## src/core/shreg_regs.svh

```systemverilog
// constants for the parallel-load shift register
`ifndef SHREG_REGS_SVH
`define SHREG_REGS_SVH

`define SHREG_STAGES 8
`define SHREG_STAGE_BIT_RESET 1'b0
`define SHREG_INV_RESET 1'b1
`define SHREG_FILTER_BIT_RESET 1'b0
`define SHREG_EDGE_RESET 1'b0

`endif

```

## src/core/shreg_pkg.sv

```systemverilog
// types for the parallel-load shift register
package shreg_pkg;

  typedef struct packed {
    logic shift_load_select;
    logic clock_in;
    logic clock_block_input;
    logic serial_data_in;
  } pin_ctrl_t;

  typedef enum logic {
    MODE_LOAD = 1'b0,
    MODE_SHIFT = 1'b1
  } mode_t;

endpackage

```

## src/core/pin_filter.sv

```systemverilog
// three-flop input synchroniser with agreement filter
`timescale 1ns/1ns
`include "shreg_regs.svh"

module pin_filter #(
  parameter int WIDTH = 12
) (
  input wire logic ref_clk,
  input wire logic rst,
  input wire logic [WIDTH-1:0] pin_in,
  output logic [WIDTH-1:0] pin_out
);

  logic [WIDTH-1:0] sync1;
  logic [WIDTH-1:0] sync2;
  logic [WIDTH-1:0] sync3;
  logic [WIDTH-1:0] next_pin_out;

  // -------------------------------------------------------------------------
  // per-bit agreement: a bit moves only when stages two and three agree
  // -------------------------------------------------------------------------
  genvar i;
  generate
    for (i = 0; i < WIDTH; i++) begin : g_bit
      assign next_pin_out[i] = (sync2[i] == sync3[i]) ? sync3[i] : pin_out[i];
    end
  endgenerate

  always_ff @(posedge ref_clk or posedge rst) begin
    if (rst) begin
      sync1 <= {WIDTH{`SHREG_FILTER_BIT_RESET}};
      sync2 <= {WIDTH{`SHREG_FILTER_BIT_RESET}};
      sync3 <= {WIDTH{`SHREG_FILTER_BIT_RESET}};
      pin_out <= {WIDTH{`SHREG_FILTER_BIT_RESET}};
    end else begin
      sync1 <= pin_in;
      sync2 <= sync1;
      sync3 <= sync2;
      pin_out <= next_pin_out;
    end
  end

endmodule

```

## src/core/parallel_load_shift_register8.sv

```systemverilog
// eight-stage parallel-load, serial-out shift register core
//
// Behaviour
// - eight stages; while select is low each stage takes its own parallel input
// - load follows select level alone, regardless of clock, inhibit and serial input
// - while select is high parallel inputs are ignored; contents hold unless shifting
// - shift on clock rise with select high, inhibit low; high clock or inhibit holds
// - clock and inhibit are symmetric; inhibit rise with clock low also shifts
// - each shift moves every stage one place toward the last stage
// - each shift captures the serial input into the first stage
// - serial output follows last stage; inverted output is always its complement
// - two modes, load and shift, picked only by the select level
// - reset forces every stage to a defined state before normal operation
`timescale 1ns/1ns
`include "shreg_regs.svh"

module parallel_load_shift_register8 #(
  parameter int STAGES = `SHREG_STAGES
) (
  input wire logic ref_clk,
  input wire logic rst,
  input wire logic [STAGES-1:0] parallel_data_in,
  input wire logic shift_load_select,
  input wire logic clock_in,
  input wire logic clock_block_input,
  input wire logic serial_data_in,
  output logic serial_out_true,
  output logic serial_out_inverted
);

  localparam int CTRL_BITS = $bits(shreg_pkg::pin_ctrl_t);
  localparam int FILT_BITS = CTRL_BITS + STAGES;

  // -------------------------------------------------------------------------
  // input conditioning
  // -------------------------------------------------------------------------
  shreg_pkg::pin_ctrl_t ctrl_raw;
  shreg_pkg::pin_ctrl_t ctrl_f;
  logic [STAGES-1:0] par_f;
  logic [FILT_BITS-1:0] filt_in;
  logic [FILT_BITS-1:0] filt_out;

  assign ctrl_raw.shift_load_select = shift_load_select;
  assign ctrl_raw.clock_in = clock_in;
  assign ctrl_raw.clock_block_input = clock_block_input;
  assign ctrl_raw.serial_data_in = serial_data_in;
  assign filt_in = {parallel_data_in, ctrl_raw};

  // one shared filter gives every pin the same latency, so data stays aligned to its clocks
  pin_filter #(
    .WIDTH(FILT_BITS)
  ) u_pin_filter (
    .ref_clk(ref_clk),
    .rst(rst),
    .pin_in(filt_in),
    .pin_out(filt_out)
  );

  assign ctrl_f = shreg_pkg::pin_ctrl_t'(filt_out[CTRL_BITS-1:0]);
  assign par_f = filt_out[FILT_BITS-1:CTRL_BITS];

  // -------------------------------------------------------------------------
  // clocking detection
  // -------------------------------------------------------------------------
  // the stage clock is the or of clock and inhibit: it rises when one input
  // rises while the other is low, and stays high while either one is high
  logic gated_clk;
  logic gated_clk_prev;
  // per-pin history, kept apart from the or so the checks can tell which input rose
  logic clk_prev;
  logic inh_prev;
  logic shift_event;
  shreg_pkg::mode_t mode;

  assign gated_clk = ctrl_f.clock_in | ctrl_f.clock_block_input;
  assign mode = ctrl_f.shift_load_select ? shreg_pkg::MODE_SHIFT
                                         : shreg_pkg::MODE_LOAD;
  assign shift_event = (mode == shreg_pkg::MODE_SHIFT) && gated_clk
                       && !gated_clk_prev;

  always_ff @(posedge ref_clk or posedge rst) begin
    if (rst) begin
      gated_clk_prev <= `SHREG_EDGE_RESET;
      clk_prev <= `SHREG_EDGE_RESET;
      inh_prev <= `SHREG_EDGE_RESET;
    end else begin
      gated_clk_prev <= gated_clk;
      clk_prev <= ctrl_f.clock_in;
      inh_prev <= ctrl_f.clock_block_input;
    end
  end

  // -------------------------------------------------------------------------
  // stage register
  // -------------------------------------------------------------------------
  logic [STAGES-1:0] stage;
  logic [STAGES-1:0] next_stage;
  logic [STAGES-1:0] shifted;

  // bit 0 is the first stage, fed by the serial input; the top bit is the last
  assign shifted = {stage[STAGES-2:0], ctrl_f.serial_data_in};

  always_comb begin
    next_stage = stage;
    unique case (mode)
      shreg_pkg::MODE_LOAD: begin
        next_stage = par_f;
      end
      shreg_pkg::MODE_SHIFT: begin
        next_stage = shift_event ? shifted : stage;
      end
    endcase
  end

  always_ff @(posedge ref_clk or posedge rst) begin
    if (rst) begin
      stage <= {STAGES{`SHREG_STAGE_BIT_RESET}};
      serial_out_true <= `SHREG_STAGE_BIT_RESET;
      serial_out_inverted <= `SHREG_INV_RESET;
    end else begin
      stage <= next_stage;
      serial_out_true <= next_stage[STAGES-1];
      serial_out_inverted <= ~next_stage[STAGES-1];
    end
  end

  // -------------------------------------------------------------------------
  // assertions
  // -------------------------------------------------------------------------
  property p_load_follows;
    @(posedge ref_clk) disable iff (rst)
      !ctrl_f.shift_load_select |=> stage == $past(par_f);
  endproperty
  a_load_follows: assert property (p_load_follows)
    else $error("stages did not follow parallel inputs in load mode");

  property p_load_ignores_clocks;
    @(posedge ref_clk) disable iff (rst)
      (!ctrl_f.shift_load_select && gated_clk && !gated_clk_prev)
      |=> stage == $past(par_f);
  endproperty
  a_load_ignores_clocks: assert property (p_load_ignores_clocks)
    else $error("clock edge disturbed a parallel load");

  property p_hold_without_edge;
    @(posedge ref_clk) disable iff (rst)
      (ctrl_f.shift_load_select && !(gated_clk && !gated_clk_prev))
      |=> $stable(stage);
  endproperty
  a_hold_without_edge: assert property (p_hold_without_edge)
    else $error("stages changed in shift mode without a clock edge");

  property p_inhibit_high_holds;
    @(posedge ref_clk) disable iff (rst)
      (ctrl_f.shift_load_select && ctrl_f.clock_block_input && inh_prev)
      |=> $stable(stage);
  endproperty
  a_inhibit_high_holds: assert property (p_inhibit_high_holds)
    else $error("stages shifted while clock inhibit was held high");

  property p_clock_high_holds;
    @(posedge ref_clk) disable iff (rst)
      (ctrl_f.shift_load_select && ctrl_f.clock_in && clk_prev)
      |=> $stable(stage);
  endproperty
  a_clock_high_holds: assert property (p_clock_high_holds)
    else $error("stages shifted while clock was held high");

  property p_clock_rise_shifts;
    @(posedge ref_clk) disable iff (rst)
      (ctrl_f.shift_load_select && ctrl_f.clock_in && !clk_prev
       && !ctrl_f.clock_block_input && !inh_prev)
      |=> stage == {$past(stage[STAGES-2:0]), $past(ctrl_f.serial_data_in)};
  endproperty
  a_clock_rise_shifts: assert property (p_clock_rise_shifts)
    else $error("clock rise did not shift the stages");

  property p_inhibit_rise_shifts;
    @(posedge ref_clk) disable iff (rst)
      (ctrl_f.shift_load_select && ctrl_f.clock_block_input && !inh_prev
       && !ctrl_f.clock_in && !clk_prev)
      |=> stage == {$past(stage[STAGES-2:0]), $past(ctrl_f.serial_data_in)};
  endproperty
  a_inhibit_rise_shifts: assert property (p_inhibit_rise_shifts)
    else $error("inhibit rise with clock low did not shift");

  property p_serial_capture;
    @(posedge ref_clk) disable iff (rst)
      shift_event |=> stage[0] == $past(ctrl_f.serial_data_in)
                      && serial_out_true == $past(stage[STAGES-2]);
  endproperty
  a_serial_capture: assert property (p_serial_capture)
    else $error("serial input not captured into the first stage");

  property p_outputs_track;
    @(posedge ref_clk) disable iff (rst)
      serial_out_true == stage[STAGES-1] && serial_out_inverted == !serial_out_true;
  endproperty
  a_outputs_track: assert property (p_outputs_track)
    else $error("serial outputs do not match the last stage");

  // stages may only move in load mode or on a clocking edge in shift mode
  property p_mode_by_select;
    @(posedge ref_clk) disable iff (rst)
      !$stable(stage) |-> $past(mode) == shreg_pkg::MODE_LOAD
                          || ($past(gated_clk) && !$past(gated_clk_prev));
  endproperty
  a_mode_by_select: assert property (p_mode_by_select)
    else $error("mode does not follow the select level");

  property p_reset_clears;
    @(posedge ref_clk)
      rst |-> stage == {STAGES{`SHREG_STAGE_BIT_RESET}} && !serial_out_true
              && serial_out_inverted;
  endproperty
  a_reset_clears: assert property (p_reset_clears)
    else $error("reset did not clear the stages");

endmodule

```

## config.mk

```make
export PLATFORM = sky130hd
export DESIGN_NAME = parallel_load_shift_register8
export DESIGN_NICKNAME = d
export VERILOG_FILES = /design/src/core/shreg_pkg.sv /design/src/core/pin_filter.sv /design/src/core/parallel_load_shift_register8.sv
export VERILOG_INCLUDE_DIRS = /design/src /design/src/core
export SDC_FILE = /design/constraint.sdc
export NUM_CORES = 1
export LEC_CHECK = 0
export ABC_AREA = 1
export BUFFER_PORTS_ARGS = -buffer_cell sky130_fd_sc_hd__buf_4
export CAP_MARGIN = 10
export CORE_UTILIZATION = 56
export CTS_CLUSTER_DIAMETER = 100
export CTS_CLUSTER_SIZE = 8
export DETAILED_ROUTE_END_ITERATION = 7
export PLACE_DENSITY = 0.75
export SLEW_MARGIN = 5
export SYNTH_ARGS = -nofsm -noshare
export SYNTH_HDL_FRONTEND = slang
export SYNTH_HIERARCHICAL = 1
export SYNTH_SLANG_ARGS = --single-unit
```

## constraint.sdc

```tcl
create_clock -name ref_clk -period 1.5 [get_ports ref_clk]
set_clock_uncertainty 0.05 [all_clocks]
set_input_delay 0.225 -clock ref_clk [delete_from_list [all_inputs] [get_ports ref_clk]]
set_output_delay 0.225 -clock ref_clk [all_outputs]
set_load 0.02 [all_outputs]
```

; ---- Yosys cells after proc, flatten, opt, wreduce, memory -nomap -nowiden
; Cells that the tools add are included.
[totals]
regBits = 58
inputBits = 14
out_inout_bits = 2
elab_cells = 41
[classes]
n_eq_ne = 13
mux = 3
bitwise = 3
n_reduce_logical = 3
[ops]
columns = cell, n
row1 = case mux 8 bit (2 select lines), 1
row2 = equality test 1 bit, 12
row3 = two-way mux 8 bit, 1
row4 = logical AND 1 bit, 2
row5 = "inequality test 2 bit, second input constant", 1
row6 = NOT 1 bit, 2
row7 = zero test 1 bit, 1
row8 = two-way mux 1 bit, 1
row9 = OR 1 bit, 1

; ---- Longest topological paths before layout
; Gate-level depths: netlist of run 1.
[logic_depth]
depth_word = 6
ltp_mapped = 6
depth_no_buf = 5

; ---- Cells and area by module
; Netlist of run 1, hierarchy kept.
[by_module_without_submodules]
columns = mod, instances, cells_each, area_per_inst_um2, seq_area_each_um2
row1 = pin_filter, 1, 97, 1400.1, 1201.2
row2 = parallel_load_shift_register8, 1, 56, 496.7, 251.5

; ---- Least setup slack after synthesis of run 1
; OpenSTA, ideal clock, no wires.
[synth_path]
kind = reg-to-reg
start = register u_pin_filter.pin_out[3]
end = register (tool-made name)
setup_ps = 125
t_arrival_ps = 878
required_time_ps = 1325
path_slack_ps = 447
stages_incl_launch_ff = 7
path_buffers = 1
synth_period_minus_slack_ps = 1053
path_cell_list = dfrtp_1 -> buf_6 -> inv_6 -> nor2_8 -> nand2_4 -> nand3_1 -> nand3_1
[synth_rtl]
columns = item, line
row1 = "start, declared", pin_filter.sv:11  ; output logic [WIDTH-1:0] pin_out
row2 = "start signal, assigned", pin_filter.sv:34  ; pin_out <= {WIDTH{`SHREG_FILTER_BIT_RESET}};
row3 = "start signal, assigned", pin_filter.sv:39  ; pin_out <= next_pin_out;

; ---- Worst setup path in the final report of run 1
[layout_path]
start = register u_pin_filter.pin_out[3]
end = register stage[5]
[layout_via]
elab_chain_len = 4
elab_cells_between_ends = 6
cone_classes = eq/ne (1) / mux (2) / bitwise (1) / reduce/logical (2)
[layout_lines]
columns = item, line
row1 = two-way mux 1 bit *, parallel_load_shift_register8.sv:76  ; assign mode = ctrl_f.shift_load_select ? shreg_pkg::MODE_SHIFT
row2 = logical AND 1 bit, parallel_load_shift_register8.sv:78  ; assign shift_event = (mode == shreg_pkg::MODE_SHIFT) && gated_clk
row3 = logical AND 1 bit, parallel_load_shift_register8.sv:79  ; && !gated_clk_prev;
row4 = inequality test 2 bit (no source line), --
row5 = "end signal, assigned", parallel_load_shift_register8.sv:117  ; stage <= {STAGES{`SHREG_STAGE_BIT_RESET}};
row6 = "end signal, assigned", parallel_load_shift_register8.sv:121  ; stage <= next_stage;
row7 = "end, declared", parallel_load_shift_register8.sv:96  ; logic [STAGES-1:0] stage;
; Every way passes the cells marked *; elsewhere a longest branch is shown, timed or not.
; A chain may end at the register's enable or synchronous reset.

==> impl_metrics.csv, run 1 <==
group,metric,value,unit
clock_tree,cts-buffers-inserted,9,
worst_setup_path,crit_slowest_cell,"dfrtp_1",
detailed_routing,antenna_left,0,
place,dp_cells,213,
synth,synth_seq_cells,58,
synth,ys_seq_area_share,76.6,%
synth,yosysTopAreaCell,"dfrtp_1",
worst_setup_path,rr_startpoint,"u_pin_filter/pin_out[3]$_DFFE_PP0N_",
worst_setup_path,path_depth,5,
sta,fin_ws,0.151,ns
place,hpwlAfterDp,1900,um
detailed_routing,first_pass_iters,4,
floorplanning,die-area,3620,sq um
synth,async_flop_share,100,%
worst_setup_path,worst-path-buf-inv,1,
clock_tree,cts_num_sinks,58,
cells_and_area,finalNonFillerCells,242,
sta,setup_viol,0,
sta,rsz0062_at_grt,"no",
floorplanning,io_pins,16,
sta,finalCritPeriodShare,89.9,%
pwr,ir_drop,0.787,mV
worst_setup_path,crit_family,"flip-flops",
clock_tree,clock_path_buffers,2,
worst_setup_path,crit_type,"flop to flop",
detailed_routing,avgViaCountPerCell,4.91,
synth,synth.most_common_cell,"dfrtp_1",
synth,synth_area_leaders,"dfrtp_1 75%, nand3_1 6.3%, nand2_1 4.2%, inv_1 3.4%, a21oi_1 3.2%",
run_status,status,"completed",
sta,min_period,1.35,ns
min_path,min_delay_path_depth,0,
min_path,hold_path_class,"flop to flop",
worst_setup_path,rrSetupSlack,0.15,ns
synth,syn-num-nets,167,
detailed_routing,wl_per_cell,12.3,um
place,pre_cts_ws,0.155,ns
pwr,p_per_area,1310,nW/um^2
clock_tree,insertion_delay,0.37,ns
detailed_routing,wl,2970,um
floorplanning,die_h,60.2,um
pwr,total_leakage_power,0.00115,uW
worst_setup_path,cp_max_fo,11,
worst_setup_path,crit_arrival,1.56,ns
synth,synthFlopType,"dfrtp_1",
cells_and_area,drive_gt1_share,18.7,%
worst_setup_path,end_kind,"flop",
cells_and_area,syn_to_final_growth,22.6,%
worst_setup_path,start_kind,"flop",
clock_tree,cts_resized,0,
floorplanning,start_util,60.6,%
worst_setup_path,max_stage_delay,0.62,ns
synth,synth.top_cell.area_share,75.2,%
global_route,grt_max_degree,25,
clock_tree,ctsRootBufferMaster,"clkbuf_4",
sta,slew_headroom,70.4,%
clock_tree,cts_tree,"built",
synth,ys_top_cells_by_count,"57 x dfrtp_1, 24 x nand3_1, 21 x nand2_1, 17 x inv_1, 15 x nor2_1",
floorplanning,die_w,60.2,um
detailed_routing,drc,0,
synth,synth_area_per_cell,12.4,sq um
synth,synthDistinctLibCells,13,
synth,syn_area,1900,sq um
detailed_routing,drt_iter0_drc,49,
detailed_routing,vias,1188,
sta,timing.fmax,741,MHz
flow_run,cap_violations,0,
clock_tree,clkTransAtPathRegs,0.09,ns
floorplanning,core,3130,sq um
worst_setup_path,worstPathCellList,"inv_6, nor2_8, nand2_4, nand3_1, nand3_1",
place,gpl.final_weighted_congestion,0.892,
global_route,grt_pass1_vias,1217,
floorplanning,fp-row-count,20,
sta,hold_violations,0,
worst_setup_path,crit_required,1.71,ns
min_path,worstHoldStart,"u_pin_filter/sync1[8]$_DFF_PP0_",
global_route,grt_first_pass_wirelength,5120,um
synth,synth_edf_count,0,
clock_tree,htree_levels,3,
global_route,overflow,0,
worst_setup_path,crit_top_cell,"nand3_1",
cells_and_area,nNetsFinal,207,
sta,finalMaxSlewViolations,0,
worst_setup_path,setup.worst_path.start,"u_pin_filter/pin_out[3]$_DFFE_PP0N_",
global_route,antenna_found_initial,0,
sta,worstMarginPinSlew,0.444,ns
cells_and_area,fillers,205,
place,io_buffer_count,15,
global_route,grt_use_total,20.7,%
sta,finalSetupTns,0,ns
cells_and_area,antenna_cells,0,
synth,yosysWarnings,6,
worst_setup_path,reg2reg_depth,5,
synth,synthCells,153,
logic make-up (layout without fill, tap and decap cells):
group	count (synthesis)	count (layout)	synth area share (%)
AO/OA/AOI/OAI	13	13	3.56
buffers and inverters	19	64	4.42
flip-flops	58	58	76.6
AND/OR/NAND/NOR	63	63	15.4
sequential cells by signal (all words and copies together), names as in the netlist, named ones only:
signal	cells
u_pin_filter/sync2	12
stage	7
serial_out_inverted	1
u_pin_filter/pin_out	12
gated_clk_prev	1
u_pin_filter/sync1	12
u_pin_filter/sync3	12
layer usage:
metal  track usage [%]  vias to the layer above  wire (um)  part of all wire [%]
li1                  -                      569          -                     -
met1              24.8                      581       1270                    43
met2              32.8                       31       1530                    52
met3              4.76                        7        102                   3.4
met4              14.6                        0         63                   2.1
met5                 0                        -          0                     0
worst reg2reg max path, stage by stage, from the launching register on:
cell,delay [ns]
dfrtp_1,0.62
inv_6,0.12
nor2_8,0.17
nand2_4,0.10
nand3_1,0.09
nand3_1,0.08
through the flow:
stage / instance area [sq um] / utilization (%) / power, uW / hold slack, ns
final: 2320 / 74.3 / 3050 / 0.304
after CTS: 2320 / 74.3 / 3090 / 0.307
after floorplan: 1900 / - / 1980 / 0.0145
after global placement: 2070 / 66.1 / 2060 / 0.177
after global routing: 2320 / 74.3 / 3220 / 0.309
after detailed placement: 2070 / 66.1 / 2090 / 0.200
area by class of cell:
type | count | area, sq um | share of cell area (%)
sequential | 58 | 1450 | 62.5
multi-input combinational | 76 | 360 | 15.5
timing repair buffer | 30 | 258 | 11.1
clock buffer | 14 | 116 | 5.01
inverter | 18 | 72.6 | 3.12
tap | 44 | 55.1 | 2.37
clock inverter | 2 | 10.0 | 0.431
repair_timing:
action | CTS | global route
hold buffers | 13 | 0
setup endpoints to repair | 0 | 0
hold endpoints to repair | 69 | 0
setup buffers | 0 | 0
power breakdown:
group	total, uW	switching [uW]	internal (uW)
registers	1800	97.8	1700
clock network	972	498	475
logic	281	153	128
path summary, 6_finish.rpt:
kind                                                    to
max in group asynchronous    serial_out_inverted$_DFF_PP1_
min                        u_pin_filter/sync2[8]$_DFF_PP0_
max reg2reg                           stage[5]$_DFFE_PP0P_
max                                   stage[5]$_DFFE_PP0P_
min in group asynchronous             stage[2]$_DFFE_PP0P_
min reg2reg                u_pin_filter/sync2[8]$_DFF_PP0_
layout by cell type, fill, tap and decap left out, types with 2 or more instances in the layout:
cell type | Yosys | layout
inv_1 | 17 | 16
clkinv_2 | 0 | 2
nor2_1 | 15 | 15
dlygate4sd3_1 | 0 | 13
nand2_1 | 21 | 21
nand3_1 | 24 | 24
clkbuf_8 | 0 | 3
clkbuf_4 | 0 | 9
clkbuf_1 | 0 | 2
a21oi_1 | 12 | 12
dfrtp_1 | 57 | 57
buf_4 | 0 | 17
Power figures use the tool's default switching activity.
==> run 2: changes to the inputs <==
- CORE_UTILIZATION: 56 -> 51
- PLACE_DENSITY: 0.75 -> 0.72
- REMOVE_ABC_BUFFERS: default -> 1
- clock period: 1.5 -> 1.1 ns (I/O delays scaled with it)
==> run 2 against run 1 <==
The flow now finishes with violations (negative setup slack). Sequential power up 37%. Setup slack lost 0.22 ns. Highest routed layer unchanged. Die area is 9.5% higher. Via count up 5.6%. Combinational power up 93%. Clock power up 59%. Global-route usage is 2.1 points lower. First-iteration DRC count up 94%. Total power increased by 49%. Critical path depth is 4 lower. Count of clock-buffer cells in the layout is the same.
==> impl_metrics.csv, run 2 (synthesis gave the netlist of run 1 again) <==
group,metric,value,unit
worst_setup_path,start_kind,"flop",
detailed_routing,routed-wl-met3,153,um
global_route,grt_use_total,18.6,%
clock_tree,cts_num_sinks,58,
detailed_routing,wl_per_cell,13.9,um
flow_run,cap_violations,0,
cells_and_area,antenna_cells,0,
sta,hold_ws,0.296,ns
pwr,total_leakage_power,0.00124,uW
clock_tree,cts_tree,"built",
place,io_buffer_count,15,
global_route,antenna_found_initial,0,
floorplanning,core,3440,sq um
detailed_routing,wl_met2,1710,um
worst_setup_path,worstPathCellList,"buf_6",
sta,rsz0062_at_grt,"yes",
sta,hold_violations,0,
pwr,p_int,3440,uW
worst_setup_path,max_stage_delay,0.53,ns
cells_and_area,nNetsFinal,215,
pwr,pwr-share-comb,11.9,%
sta,finalCritPeriodShare,106,%
run_status,status,"finished, violations left",
cells_and_area,mostFrequentLayoutCells,"56 x dfrtp_1, 22 x buf_4, 21 x nand2_1, 16 x inv_1, 16 x nand3_2",
detailed_routing,top_layer_used,"met4",
pwr,ir_drop,1.37,mV
clock_tree,cts-buffers-inserted,9,
min_path,worstHoldStart,"u_pin_filter/sync1[3]$_DFF_PP0_",
cells_and_area,ff_latch_area,1450,sq um
run_status,failed_checks,"negative setup slack",
detailed_routing,antenna_left,0,
pwr,swShare,24.5,%
sta,worstMarginPinSlew,0.383,ns
cells_and_area,drive_gt1_share,27.9,%
detailed_routing,drc,0,
cells_and_area,syn_to_final_growth,33.3,%
worst_setup_path,setup.worst_path.start,"serial_out_inverted$_DFF_PP1_",
global_route,grt_pass1_vias,1253,
worst_setup_path,end_kind,"output pin",
pwr,p_switching,1120,uW
floorplanning,die_w,63.0,um
worst_setup_path,worst-path-buf-inv,1,
floorplanning,die-area,3970,sq um
worst_setup_path,crit_slowest_cell,"dfstp_2",
clock_tree,ctsRootBufferMaster,"clkbuf_8",
detailed_routing,vias,1255,
detailed_routing,wl,3470,um
clock_tree,clkTransAtPathRegs,0.06,ns
worst_setup_path,crit_type,"flop to output pin",
worst_setup_path,crit_family,"flip-flops",
place,gpl.final_weighted_congestion,0.815,
sta,timing.fmax,859,MHz
floorplanning,die_h,63.0,um
sta,finalMaxSlewViolations,0,
worst_setup_path,crit_required,0.88,ns
detailed_routing,first_pass_iters,4,
worst_setup_path,rr_startpoint,"u_pin_filter/pin_out[3]$_DFFE_PP0N_",
floorplanning,start_util,55.1,%
clock_tree,insertion_delay,0.32,ns
sta,min_period,1.16,ns
sta,finalSetupTns,-0.178,ns
cells_and_area,multi_input_area,454,sq um
global_route,overflow,0,
worst_setup_path,cp_max_fo,1,
detailed_routing,drt_iter0_drc,95,
sta,fin_ws,-0.0639,ns
worst_setup_path,crit_arrival,0.95,ns
floorplanning,io_pins,16,
sta,slew_headroom,74.5,%
pwr,p_per_area,1800,nW/um^2
detailed_routing,met1Wirelength,1440,um
cells_and_area,final_common_cell,"dfrtp_1",
min_path,hold_path_class,"flop to flop",
pwr,pwr-share-seq,54.1,%
global_route,grt_max_degree,49,
clock_tree,clock_path_buffers,2,
floorplanning,fp-row-count,21,
clock_tree,htree_levels,3,
place,hpwlAfterDp,1830,um
cells_and_area,fillers,232,
pwr,p_clk_share,34.0,%
global_route,grt_first_pass_wirelength,5310,um
sta,setup_viol,8,
detailed_routing,avgViaCountPerCell,5.02,
-- run 2: cell types whose count changed in the layout (fill, tap and decap cells not counted), sizes merged --
cell,change
buf,+8
inv,-2
-- run 2: layout make-up --
cell class | count | area share [%]
Tap cell | 46 | 2.28
Inverter | 18 | 2.87
Clock buffer | 14 | 6.04
Sequential cell | 58 | 57.5
Multi-Input combinational cell | 76 | 18.0
Timing Repair Buffer | 38 | 13.4
-- run 2: worst reg2reg max path: stages (launching register included) --
cell      delay, ns
dfrtp_2        0.39
clkinv_4       0.10
nor2_8         0.20
nand2_8        0.11
nand3_2        0.09
nand3_2        0.07
-- run 2: final timing paths --
| kind | end | slack, ns | cells past startpoint |
|---|---|---|---|
| setup / recovery | serial_out_inverted | -0.06 | 1 |
| hold / removal | u_pin_filter/sync2[3]$_DFF_PP0_ | 0.30 | 0 |
| setup reg to reg | stage[5]$_DFFE_PP0P_ | -0.03 | 5 |
| hold reg to reg | u_pin_filter/sync2[3]$_DFF_PP0_ | 0.30 | 0 |
| max in group asynchronous | serial_out_inverted$_DFF_PP1_ | 0.35 | 3 |
| min in group asynchronous | gated_clk_prev$_DFF_PP0_ | 0.34 | 3 |
-- run 2: metrics by stage --
stage	area, sq um	std cells	utilization (%)	total power (uW)	setup slack, ns
2_1_floorplan	1890	152	-	2690	-0.259
3_3_place_gp	2090	216	60.7	2820	0.0777
3_5_place_dp	2090	216	60.7	2860	0.0349
4_1_cts	2380	244	69.3	4460	-0.0776
5_1_grt	2530	250	73.5	4790	-0.104
6_report	2530	250	73.5	4550	-0.0639
-- run 2: routing by layer --
layer | track usage (%) | vias up
met5 | 0 | -
met4 | 10.2 | 0
met3 | 7.85 | 15
met2 | 29.3 | 42
met1 | 21.2 | 614
li1 | - | 584
-- run 2: what timing repair did --
action,4_1_cts,5_1_grt
endpoints found under the hold margin,69,0
gates resized for setup,1,23
pin swaps,0,3
hold buffers,13,0
gates cloned,0,0
buffers inserted,1,6
setup endpoints to repair,2,10
-- run 2: power by group through the flow --
stage                     combinational (uW)  clock (uW)  sequential (uW)
after CTS                                430        1590             2440
after global placement                   352           0             2470
after floorplan                          216           0             2480
final                                    542        1550             2460
after global routing                     593        1710             2480
after detailed placement                 374           0             2480
